**config.mk**
```make
export PLATFORM = sky130hd
export DESIGN_NAME = ddw_pacer
export DESIGN_NICKNAME = d
export VERILOG_FILES = /design/src/design/ddw_pkg.sv /design/src/design/ddw_pacer.sv
export SDC_FILE = /design/constraint.sdc
export NUM_CORES = 2
export LEC_CHECK = 0
export BUFFER_PORTS_ARGS = -buffer_cell sky130_fd_sc_hd__buf_4
export CAP_MARGIN = 20
export CORE_MARGIN = 1
export CORE_UTILIZATION = 37
export DETAILED_ROUTE_END_ITERATION = 7
export PLACE_DENSITY = 0.52
export SETUP_SLACK_MARGIN = 0.15
export SYNTH_ARGS = -nofsm -noshare
export SYNTH_HDL_FRONTEND = slang
export SYNTH_SLANG_ARGS = --single-unit
export TNS_END_PERCENT = 5
```
**constraint.sdc**
```tcl
create_clock -name mclk -period 9 [get_ports mclk]
set_input_delay 0.45 -clock mclk [delete_from_list [all_inputs] [get_ports mclk]]
set_output_delay 0.45 -clock mclk [all_outputs]
set_load 0.03 [all_outputs]
```
**src/design/ddw_pkg.sv**
```systemverilog
// Package: register map, field layout and timing constants of the pacer
package ddw_pkg;
  // ----------------------------------------------------------------
  // Register byte offsets
  // ----------------------------------------------------------------
  localparam logic [7:0] OFF_CTRL = 8'h00;
  localparam logic [7:0] OFF_DIV = 8'h04;
  localparam logic [7:0] OFF_DATA0 = 8'h08;
  localparam logic [7:0] OFF_DATA1 = 8'h0C;
  localparam logic [7:0] OFF_FIFO = 8'h10;
  localparam logic [7:0] OFF_STAT = 8'h14;
  localparam logic [7:0] OFF_MASK = 8'h18;
  localparam logic [7:0] OFF_WMARK = 8'h1C;
  localparam logic [7:0] OFF_STATE = 8'h20;
  localparam logic [7:0] OFF_COUNT = 8'h24;

  // ----------------------------------------------------------------
  // Field positions
  // ----------------------------------------------------------------
  localparam int CTRL_W = 10;
  localparam int CTRL_START_BIT = 16;
  localparam int CTRL_STOP_BIT = 17;
  localparam int ST_WMARK = 0;
  localparam int ST_DONE = 1;
  localparam int ST_UNDER = 2;
  localparam int ST_TRIG = 3;
  localparam int ST_W = 4;
  localparam int STATE_LVL_LSB = 16;

  // Range codes 0..3 internal, 4 external reference
  localparam logic [2:0] RANGE_U5 = 3'h0;
  localparam logic [2:0] RANGE_U10 = 3'h1;
  localparam logic [2:0] RANGE_B5 = 3'h2;
  localparam logic [2:0] RANGE_B10 = 3'h3;
  localparam logic [2:0] RANGE_EXT = 3'h4;

  // ----------------------------------------------------------------
  // Reset values
  // ----------------------------------------------------------------
  localparam logic [31:0] DIV_RESET = 32'h0000_0064;
  localparam logic [15:0] CODE_RESET = 16'h8000;

  // ----------------------------------------------------------------
  // Timing
  // ----------------------------------------------------------------
  localparam longint CLK_HZ = 50000000;
  localparam longint MAX_RATE_SPS = 3000000;
  // Least divisor, rounded up so the rate never passes the limit
  localparam longint MIN_DIV_L = (CLK_HZ + MAX_RATE_SPS - 1) / MAX_RATE_SPS;
  localparam logic [31:0] MIN_DIV = 32'(MIN_DIV_L);

  typedef struct packed {
    logic [2:0] rangeCh1;
    logic [2:0] rangeCh0;
    logic trigFall;
    logic extClk;
    logic waveCh1;
    logic waveCh0;
  } ddw_ctrl_s;

  typedef enum logic [2:0] {
    PS_IDLE = 3'b001,
    PS_ARMED = 3'b010,
    PS_RUN = 3'b100
  } ddw_state_e;
endpackage

```
**src/design/ddw_pacer.sv**
```systemverilog
// Two-channel DAC pacer: single-value writes, buffered waveform output
//
// Contract
// Two 16-bit channels, software-selected output range
// Mode selected per channel
// Single-value write updates converter at once
// Waveform channels update together per pacing event
// Up to 3 MS/s, one or both channels
// Host sets clock, trigger, fills buffer first
// After trigger, one sample per pacing event
// Draining buffer interrupts host; host refills
// Runs until data sent or software stop
// Both channels: even to ch0, odd to ch1
// Internal pace from 32-bit divider of time base
// Internal pacing rate capped at 3 MS/s
// External clock rising edge paces updates
// External clock kept at or below 3 MS/s; extTick paces on every synchronised rising edge, with no rate limit
// Trigger is an edge on trigger input
// Trigger edge polarity software selectable
// Codes are straight 16-bit binary
// External inputs synchronised, edges become pulses
// Low-watermark interrupt, cleared by software
`timescale 1ns/1ps
module ddw_pacer #(
  parameter int DEPTH = 64,
  parameter int AW = 6
) (
  input wire logic mclk,
  input wire logic rst,
  input wire logic psel,
  input wire logic penable,
  input wire logic pwrite,
  input wire logic [7:0] paddr,
  input wire logic [31:0] pwdata,
  output logic [31:0] prdata,
  output logic pready,
  output logic pslverr,
  input wire logic extTrig,
  input wire logic extClk,
  output logic [15:0] dacCode0,
  output logic [15:0] dacCode1,
  output logic [1:0] dacLoad,
  output logic [2:0] rangeCh0,
  output logic [2:0] rangeCh1,
  output logic irq
);

  // ----------------------------------------------------------------
  // Storage
  // ----------------------------------------------------------------
  ddw_pkg::ddw_ctrl_s ctrl_q;
  ddw_pkg::ddw_state_e state_q;
  logic [31:0] div_q;
  logic [31:0] count_q;
  logic [31:0] remain_q;
  logic [31:0] divCnt_q;
  logic [AW:0] wmark_q;
  logic [AW:0] lvl_q;
  logic [AW-1:0] wrPtr_q;
  logic [AW-1:0] rdPtr_q;
  logic [15:0] mem [DEPTH];
  logic [ddw_pkg::ST_W-1:0] stat_q;
  logic [ddw_pkg::ST_W-1:0] mask_q;
  logic [ddw_pkg::ST_W-1:0] rdStat_q;
  logic [2:0] trigSync_q;
  logic [2:0] clkSync_q;
  logic [31:0] prdata_q;
  logic pready_q;
  logic pslverr_q;
  logic [15:0] code0_q;
  logic [15:0] code1_q;
  logic [1:0] load_q;
  logic irq_q;

  // ----------------------------------------------------------------
  // Bus decode
  // ----------------------------------------------------------------
  function automatic logic mapped(input logic [7:0] a);
    mapped = (a[1:0] == 2'h0) && (a <= ddw_pkg::OFF_COUNT);
  endfunction

  function automatic logic [AW-1:0] ptrAdd(input logic [AW-1:0] p, input logic [1:0] n);
    ptrAdd = p + AW'(n);
  endfunction

  logic setup;
  logic access;
  logic wrEn;
  logic rdEn;
  logic fifoFull;
  logic pushOk;
  assign setup = psel && !penable;
  assign access = psel && penable && pready_q;
  assign wrEn = access && pwrite && !pslverr_q;
  assign rdEn = access && !pwrite;
  assign fifoFull = (lvl_q == (AW+1)'(DEPTH));
  assign pushOk = wrEn && (paddr == ddw_pkg::OFF_FIFO);

  logic startReq;
  logic stopReq;
  assign startReq = wrEn && (paddr == ddw_pkg::OFF_CTRL) && pwdata[ddw_pkg::CTRL_START_BIT];
  assign stopReq = wrEn && (paddr == ddw_pkg::OFF_CTRL) && pwdata[ddw_pkg::CTRL_STOP_BIT];

  // ----------------------------------------------------------------
  // External input synchronisers
  // ----------------------------------------------------------------
  // Stage 0 feeds only stage 1; edges are taken between stages 1 and 2
  always_ff @(posedge mclk or posedge rst) begin
    if (rst) begin
      trigSync_q <= 3'h0;
      clkSync_q <= 3'h0;
    end else begin
      trigSync_q <= {trigSync_q[1:0], extTrig};
      clkSync_q <= {clkSync_q[1:0], extClk};
    end
  end

  logic trigEdge;
  logic extTick;

  assign trigEdge = ctrl_q.trigFall ? (trigSync_q[2] && !trigSync_q[1])
                                    : (!trigSync_q[2] && trigSync_q[1]);

  assign extTick = clkSync_q[1] && !clkSync_q[2];

  // ----------------------------------------------------------------
  // Pacing divider
  // ----------------------------------------------------------------
  logic [31:0] divEff;
  logic intTick;
  logic paceTick;
  // Clamp keeps the internal rate within the converter limit
  assign divEff = (div_q < ddw_pkg::MIN_DIV) ? ddw_pkg::MIN_DIV : div_q;
  assign intTick = (divCnt_q == 32'h0000_0001);
  assign paceTick = (state_q == ddw_pkg::PS_RUN) && (ctrl_q.extClk ? extTick : intTick);

  always_ff @(posedge mclk or posedge rst) begin
    if (rst) begin
      divCnt_q <= 32'h0000_0000;
    end else if (state_q != ddw_pkg::PS_RUN) begin
      divCnt_q <= divEff;
    end else if (intTick) begin
      divCnt_q <= divEff;
    end else begin
      divCnt_q <= divCnt_q - 32'h0000_0001;
    end
  end

  // ----------------------------------------------------------------
  // Waveform sequencing
  // ----------------------------------------------------------------
  logic both;
  logic anyWave;
  logic [1:0] need;
  logic canPop;
  logic doPop;
  logic lastPop;
  assign both = ctrl_q.waveCh0 && ctrl_q.waveCh1;
  assign anyWave = ctrl_q.waveCh0 || ctrl_q.waveCh1;
  assign need = both ? 2'h2 : 2'h1;
  assign canPop = (lvl_q >= (AW+1)'(need));
  assign doPop = paceTick && canPop;
  assign lastPop = doPop && (count_q != 32'h0000_0000) && (remain_q <= 32'(need));

  always_ff @(posedge mclk or posedge rst) begin
    if (rst) begin
      state_q <= ddw_pkg::PS_IDLE;
    end else begin
      unique case (state_q)
        ddw_pkg::PS_IDLE: begin
          if (startReq && !stopReq && anyWave) begin
            state_q <= ddw_pkg::PS_ARMED;
          end
        end
        ddw_pkg::PS_ARMED: begin
          if (stopReq) begin
            state_q <= ddw_pkg::PS_IDLE;
          end else if (trigEdge) begin
            state_q <= ddw_pkg::PS_RUN;
          end
        end
        ddw_pkg::PS_RUN: begin
          if (stopReq || lastPop) begin
            state_q <= ddw_pkg::PS_IDLE;
          end
        end
      endcase
    end
  end

  always_ff @(posedge mclk or posedge rst) begin
    if (rst) begin
      remain_q <= 32'h0000_0000;
    end else if (state_q == ddw_pkg::PS_ARMED) begin
      remain_q <= count_q;
    end else if (doPop && (remain_q >= 32'(need))) begin
      remain_q <= remain_q - 32'(need);
    end
  end

  // ----------------------------------------------------------------
  // Sample buffer
  // ----------------------------------------------------------------
  always_ff @(posedge mclk) begin
    if (pushOk) begin
      mem[wrPtr_q] <= pwdata[15:0];
    end
  end

  always_ff @(posedge mclk or posedge rst) begin
    if (rst) begin
      wrPtr_q <= '0;
      rdPtr_q <= '0;
      lvl_q <= '0;
    end else begin
      if (pushOk) begin
        wrPtr_q <= ptrAdd(wrPtr_q, 2'h1);
      end
      if (doPop) begin
        rdPtr_q <= ptrAdd(rdPtr_q, need);
      end
      lvl_q <= lvl_q + (AW+1)'(pushOk) - (doPop ? (AW+1)'(need) : '0);
    end
  end

  // ----------------------------------------------------------------
  // Converter codes
  // ----------------------------------------------------------------
  // Codes pass through unchanged; range outputs set the scaling
  always_ff @(posedge mclk or posedge rst) begin
    if (rst) begin
      code0_q <= ddw_pkg::CODE_RESET;
      code1_q <= ddw_pkg::CODE_RESET;
      load_q <= 2'h0;
    end else begin
      load_q <= 2'h0;
      if (wrEn && (paddr == ddw_pkg::OFF_DATA0) && !ctrl_q.waveCh0) begin
        code0_q <= pwdata[15:0];
        load_q[0] <= 1'b1;
      end
      if (wrEn && (paddr == ddw_pkg::OFF_DATA1) && !ctrl_q.waveCh1) begin
        code1_q <= pwdata[15:0];
        load_q[1] <= 1'b1;
      end
      if (doPop) begin
        if (both) begin
          code0_q <= mem[rdPtr_q];
          code1_q <= mem[ptrAdd(rdPtr_q, 2'h1)];
          load_q <= 2'h3;
        end else if (ctrl_q.waveCh0) begin
          code0_q <= mem[rdPtr_q];
          load_q[0] <= 1'b1;
        end else begin
          code1_q <= mem[rdPtr_q];
          load_q[1] <= 1'b1;
        end
      end
    end
  end

  // ----------------------------------------------------------------
  // Software registers
  // ----------------------------------------------------------------
  always_ff @(posedge mclk or posedge rst) begin
    if (rst) begin
      ctrl_q <= '0;
      div_q <= ddw_pkg::DIV_RESET;
      count_q <= 32'h0000_0000;
      mask_q <= '0;
      wmark_q <= '0;
    end else if (wrEn) begin
      unique case (paddr)
        ddw_pkg::OFF_CTRL: ctrl_q <= pwdata[ddw_pkg::CTRL_W-1:0];
        ddw_pkg::OFF_DIV: div_q <= pwdata;
        ddw_pkg::OFF_COUNT: count_q <= pwdata;
        ddw_pkg::OFF_MASK: mask_q <= pwdata[ddw_pkg::ST_W-1:0];
        ddw_pkg::OFF_WMARK: wmark_q <= pwdata[AW:0];
        default: begin
        end
      endcase
    end
  end

  // ----------------------------------------------------------------
  // Events and interrupt
  // ----------------------------------------------------------------
  logic [ddw_pkg::ST_W-1:0] evt;
  logic [AW:0] lvlNext;
  assign lvlNext = lvl_q + (AW+1)'(pushOk) - (doPop ? (AW+1)'(need) : '0);
  always_comb begin
    evt = '0;
    evt[ddw_pkg::ST_WMARK] = doPop && (lvl_q > wmark_q) && (lvlNext <= wmark_q);
    evt[ddw_pkg::ST_DONE] = lastPop;
    evt[ddw_pkg::ST_UNDER] = paceTick && !canPop;
    evt[ddw_pkg::ST_TRIG] = (state_q == ddw_pkg::PS_ARMED) && trigEdge && !stopReq;
  end

  // Only bits already returned to software are cleared, so a new event wins
  always_ff @(posedge mclk or posedge rst) begin
    if (rst) begin
      stat_q <= '0;
    end else if (rdEn && (paddr == ddw_pkg::OFF_STAT)) begin
      stat_q <= (stat_q & ~rdStat_q) | evt;
    end else begin
      stat_q <= stat_q | evt;
    end
  end

  always_ff @(posedge mclk or posedge rst) begin
    if (rst) begin
      irq_q <= 1'b0;
    end else begin
      irq_q <= |((stat_q | evt) & mask_q &
                 ~((rdEn && (paddr == ddw_pkg::OFF_STAT)) ? rdStat_q : '0));
    end
  end

  // ----------------------------------------------------------------
  // APB slave: one-cycle access phase, read data captured at setup
  // ----------------------------------------------------------------
  logic [31:0] rdMux;
  always_comb begin
    rdMux = 32'h0000_0000;
    unique case (paddr)
      ddw_pkg::OFF_CTRL: rdMux[ddw_pkg::CTRL_W-1:0] = ctrl_q;
      ddw_pkg::OFF_DIV: rdMux = div_q;
      ddw_pkg::OFF_DATA0: rdMux[15:0] = code0_q;
      ddw_pkg::OFF_DATA1: rdMux[15:0] = code1_q;
      ddw_pkg::OFF_STAT: rdMux[ddw_pkg::ST_W-1:0] = stat_q;
      ddw_pkg::OFF_MASK: rdMux[ddw_pkg::ST_W-1:0] = mask_q;
      ddw_pkg::OFF_WMARK: rdMux[AW:0] = wmark_q;
      ddw_pkg::OFF_STATE: begin
        rdMux[2:0] = state_q;
        rdMux[ddw_pkg::STATE_LVL_LSB +: AW+1] = lvl_q;
      end
      ddw_pkg::OFF_COUNT: rdMux = remain_q;
      default: rdMux = 32'h0000_0000;
    endcase
  end

  always_ff @(posedge mclk or posedge rst) begin
    if (rst) begin
      prdata_q <= 32'h0000_0000;
      pready_q <= 1'b0;
      pslverr_q <= 1'b0;
      rdStat_q <= '0;
    end else begin
      pready_q <= setup;
      if (setup) begin
        prdata_q <= pwrite ? 32'h0000_0000 : rdMux;
        rdStat_q <= (!pwrite && paddr == ddw_pkg::OFF_STAT) ? stat_q : '0;
        // Unmapped offsets and pushes into a full buffer are refused
        pslverr_q <= !mapped(paddr) ||
                     (pwrite && paddr == ddw_pkg::OFF_FIFO && fifoFull);
      end else if (access) begin
        pslverr_q <= 1'b0;
      end
    end
  end

  assign prdata = prdata_q;
  assign pready = pready_q;
  assign pslverr = pslverr_q;
  assign dacCode0 = code0_q;
  assign dacCode1 = code1_q;
  assign dacLoad = load_q;
  assign rangeCh0 = ctrl_q.rangeCh0;
  assign rangeCh1 = ctrl_q.rangeCh1;
  assign irq = irq_q;

endmodule

```
### Word level (Yosys, flattened, before mapping)

Memory sizes are Yosys's and may differ from the RTL's.
Cells that the tools add are included.
W data, S select, Z words.

* register bits: 254
* bits in latches: 0
* RAM bits: 1024
* ROM bits: 0
* input port bits: 47
* memories kept: 1

Memories
* mem: depth 64, bits a word 16, read ports 2, clocked after Yosys merged registers in 0, write ports 1, RTL line ddw_pacer.sv:61 `logic [15:0] mem [DEPTH];`

* add/sub/neg operators: 7
* multiply operators: 0
* div/mod/pow operators: 0
* magnitude comparators: 7
* equality and inequality tests: 18
* shift-type cells: 0
* mux-type cells: 43
* bitwise operators: 7
* reduce and logical (&&, ||, !) cells: 61

Operators by type and width (number)
* $mux W32: 6
* $mux W16: 8
* $logic_and A1 B1 Y1: 35
* $eq A32 B1 Y1 const B: 1
* $eq A8 B5 Y1 const B: 4
* $ge A32 B2 Y1: 1
* $le A32 B2 Y1: 1
* $lt A32 B5 Y1 const B: 1
* $reduce_bool A32 Y1: 1
* $sub A32 B1 Y32 const B: 1
* $sub A32 B2 Y32: 1
* $pmux W3 S9: 1
* $pmux W6 S4: 1
* $pmux W7 S3: 1
* $pmux W3 S6: 1
* $pmux W9 S2: 1
* $eq A8 B4 Y1 const B: 2
* $eq A8 B6 Y1 const B: 2
* $pmux W3 S5: 1
* $add A6 B1 Y6 const B: 2
* $and A4 B4 Y4: 3
* $mux W3: 4
* $mux W4: 3
* $logic_not A1 Y1: 11
* other kinds (28): 50

### Logic depth before layout (Yosys ltp)

* depth in word-level cells: 13
* mapped depth: 29

### Worst setup path before layout

No wires, ideal clock.

* path type: register to register
* start point: register ctrl_q[0] (netlist bit)
* end point: register irq_q, in the netlist irq
* library setup time: 0.071 ns
* arrival time: 5.190 ns
* data required time: 8.929 ns
* setup slack: 3.740 ns
* stages on the path, launching flop included: 30
* buffers on the path: 3
* cells stage by stage: dfrtp_1 > and2_1 > clkbuf_1 > inv_1 > ha_1 > nor2b_1 > o31ai_1 > nand2_1 > a21o_1 > nand2_1 > clkbuf_1 > clkbuf_1 > nor2_1 > ha_1 > inv_1 > ha_1 > fa_1 > a21oi_1 > o21bai_1 > a21oi_1 > nor2_1 > nor2_1 > xor2_1 > ha_1 > nand3_1 > o21bai_1 > a22oi_1 > nor4_1 > o211ai_1 > nand4_1

* cells in the longest elaborated chain, start to end: 12
* elaborated cells on any way between the ends: 18

Ends and longest elaborated chain
* start: declaration: RTL line ddw_pacer.sv:51 `ddw_pkg::ddw_ctrl_s ctrl_q;`
* start signal: assignment: RTL line ddw_pacer.sv:273 `ddw_pkg::OFF_CTRL: ctrl_q <= pwdata[ddw_pkg::CTRL_W-1:0];`
* $logic_and A1 B1 Y1 (*): RTL line ddw_pacer.sv:158 `assign both = ctrl_q.waveCh0 && ctrl_q.waveCh1;`
* $mux W2 (*): RTL line ddw_pacer.sv:160 `assign need = both ? 2'h2 : 2'h1;`
* $ge A7 B2 Y1: RTL line ddw_pacer.sv:161 `assign canPop = (lvl_q >= (AW+1)'(need));`
* $logic_and A1 B1 Y1: RTL line ddw_pacer.sv:162 `assign doPop = paceTick && canPop;`
* $mux W2 (*): RTL line ddw_pacer.sv:289 `assign lvlNext = lvl_q + (AW+1)'(pushOk) - (doPop ? (AW+1)'(need) : '0);`
* $sub A7 B2 Y7 (*): RTL line ddw_pacer.sv:289
* named net lvlNext[6]: RTL line ddw_pacer.sv:288 `logic [AW:0] lvlNext;`
* $le A7 B7 Y1 (*): RTL line ddw_pacer.sv:292 `evt[ddw_pkg::ST_WMARK] = doPop && (lvl_q > wmark_q) && (lvlNext <= wmark_q);`
* $logic_and A1 B1 Y1 (*): RTL line ddw_pacer.sv:292
* $or A4 B4 Y4 (*): RTL line ddw_pacer.sv:313 `irq_q <= |((stat_q | evt) & mask_q &`
* $and A4 B4 Y4 (*) (2 in a row): RTL line ddw_pacer.sv:313
* $reduce_or A4 Y1 (*): RTL line ddw_pacer.sv:313
* end signal: assignment: RTL line ddw_pacer.sv:313
* end: declaration: RTL line ddw_pacer.sv:73 `logic irq_q;`

Mark *: on every way through the listed nets, which the timed path passes. The rest lies on a longest branch.
A chain may end at the register's enable or synchronous reset.

### Worst setup path after layout

Same ends and word-level chain as after synthesis.

==> out/qor.csv <==
metric;value;unit
run status;finished, final reports clean;
Via-to-Cell Ratio;6.06;
crit start category;flip-flop;
peak supply drop;221;uV
crit path capture type;flip-flop;
average cell area after synthesis;17.3;um2
area share of the largest cell type after synthesis;50.8;%
Die Footprint;165000;um2
overall routing resource usage;23.9;%
Yosys warning total;0;
most frequent cells in the layout;edfxtp_1, mux4_2, dfrtp_1, buf_4, nand2_1;
async set or reset register ratio after synthesis;19.9;%
global-route wire length before repair;278000;um
HPWL after detailed placement;126000;um
clk root buf;clkbuf_16;
initial antenna violation count;7;
pin count of the biggest net entering global routing;118;
synthesis-to-layout area growth;14.5;%
post-layout instance count excluding filler cells;5972;
cell area power density;233;nW/um2
crit path max fanout;20;
post-detailed-route count of antenna-violating nets;0;
max incr delay on CP;0.66;ns
total clock sinks;1278;
Design Power;16100;uW
effective utilization at floorplan;37.2;%
final setup violation count;0;
required arrival time at the worst endpoint;9.73;ns
DRC violations left;0;
drt first pass iters;7;
number of buffers added by the clock tree synthesis step;147;
final slew viol count;0;
buffer levels on the longest clock path;3;
vias in the first global route;36000;
floorplan die height;406;um
chip width;406;um
largest cells by area after synthesis;edfxtp_1, mux4_2, dfrtp_1;
cell repeated most along the worst path;ha_1;
largest area contributor in the netlist;edfxtp_1;
final weighted congestion in routability-driven placement;0.908;
accumulated negative setup slack;0;ns
syn nets;3592;
worst clock skew;0.0266;ns
Starting DRT DRC Count;4297;
worst hold margin;0.0525;ns
highest-delay cell along the critical path;nand2_1;
top_reg_cell synth;edfxtp_1;
fraction of layout instances using a drive strength above 1;32.1;%
Worst Path Buf+Inv;2;
Core Box Area;163000;um2
final hold viol count;0;
clock-pin slew reported for the worst setup and hold paths after clock tree synthesis;0.06;ns
number of placement rows;148;
Max-Cap Viols;0;
number of synthesized register bits;1278;
cell leakage power;0.0227;uW
Port Buffer Count;121;
EDFF count, synth;1024;
unrepaired setup endpoints after global routing;false;
gate count of the mapped netlist;3503;
number of distinct library cell variants in the gate-level netlist after synthesis;89;
hold_sp;paddr[0];
worst hold path type;input pin to flip-flop;
most frequent standard cell in the layout excluding fill and tap cells;edfxtp_1;
post_cts resized;0;
# H-tree levels;4;
area of the mapped netlist;60500;um2
Worst Setup Path Type;flip-flop to flip-flop;
data arrival time of the critical path;6.75;ns
launch instance of the worst register-to-register path;ctrl_q[0]$_DFFE_PP0P_;
fmax;166;MHz
grt ovf;0;
kind of cell with the highest combined delay on the critical path;simple AND/OR/NAND/NOR gates;
total number of vias;36200;
CTS tree;done;
Worst Setup SP;ctrl_q[0]$_DFFE_PP0P_;
slew at the pin with the worst max-slew slack;1.18;ns
time the worst path needs with I/O delays and setup;6.02;ns
number of top-level pins;122;
buffers inserted by post-CTS timing repair;0;
WL/cell;32.8;um
worst slew margin relative to its limit;20.9;%
total wire length after detailed routing;196000;um
clock latency at the later pin of the worst-skew pair;0.80;ns
fin nets;3763;
Seq/Total Area, Yosys;61.3;%
final worst-path cycle share;66.9;%
Placed Cells incl. Taps;5677;
number of hold buffers added after CTS;22;
==> metal layers <==
metal / routed length, um / up-vias / track usage [%]
li1: - / 14900 / -
met5: 38 / - / 0
met1: 82000 / 19500 / 33.2
met2: 91000 / 1496 / 37.1
met4: 7280 / 6 / 8.59
met3: 15500 / 302 / 4.91
==> cell families (layout without fill, tap and decap cells) <==
group	count (synthesis)	in the layout	share of synthesized area (%)
other	0	7	0
and+or+nand+nor	605	605	4.87
adders and majority gates	42	42	0.906
AOI/OAI and AO/OA	437	437	5.15
DFF	1278	1278	61.3
xor gates and xnor gates	59	59	0.854
muxes	803	803	24.9
buffers and inverters	279	566	2.00
==> through the flow <==
step | util [%] | area (um2) | setup WS, ns
after floorplan | - | 60500 | 1.57
after global placement | 39.6 | 64300 | 3.15
after detailed placement | 39.6 | 64300 | 3.13
after CTS | 42.6 | 69300 | 3.08
after global routing | 42.6 | 69300 | 2.53
final | 42.6 | 69300 | 2.98
==> final timing paths <==
path                                            to  slack (ns)  cells after the start
max                                  irq$_DFF_PP0_        2.98                     26
min                          prdata[0]$_DFFE_PP0P_        0.05                      4
max reg2reg                          irq$_DFF_PP0_        2.98                     26
min reg2reg                trigSync_q[1]$_DFF_PP0_        0.35                      0
max in group asynchronous   rdPtr_q[1]$_DFFE_PP0N_        7.06                      4
min in group asynchronous    prdata[5]$_DFFE_PP0P_        0.33                      3
==> flip-flops by register name, summed over array words and instances (netlist names), 16 cells and up <==
signal	count
mem	1024
count_q	32
divCnt_q	32
div_q	32
prdata	32
remain_q	32
dacCode0	16
dacCode1	16
==> power breakdown <==
part | leakage (uW) | internal, uW | total (uW) | switching (uW)
sequential | 0.0125 | 6460 | 6590 | 138
combinational | 0.00791 | 1670 | 3660 | 1990
clock | 0.00229 | 3390 | 5890 | 2490
total | 0.0227 | 11500 | 16100 | 4620
==> cells in the mapped netlist, types with 12 or more instances <==
master	count
buf_4	17
mux4_2	542
or3_1	15
a222oi_1	23
o2bb2ai_1	23
ha_1	39
nor2_1	146
inv_1	36
buf_2	70
clkbuf_1	106
mux2_2	108
edfxtp_1	1024
a221o_1	19
buf_1	44
nand4_1	13
xnor2_1	37
xor2_1	22
and3_1	19
o21ai_0	80
nor3_1	48
nand2_1	217
nor2b_1	15
nor4_1	33
a22oi_1	37
a221oi_1	55
mux2i_1	147
o22ai_1	29
a21oi_1	73
a31oi_1	12
dfrtp_1	248
nand3_1	29
==> area by class of cell <==
cell class | instances | area, um2
repair buffers | 261 | 2110
clock buffers | 188 | 3930
multi-input cells | 1946 | 22500
clock inverters | 77 | 781
diodes | 7 | 17.5
inverters | 40 | 159
well taps | 2175 | 2720
flip-flops and latches | 1278 | 37100
fillers | 14500 | 93300
==> tightest hold or removal path, delay by kind of cell <==
family                 cells  cell delay [ns]
AO/OA/AOI/OAI              2             0.20
AND/OR/NAND/NOR            1             0.06
buffers and inverters      1             0.09
(Power assumes the default switching activity.)
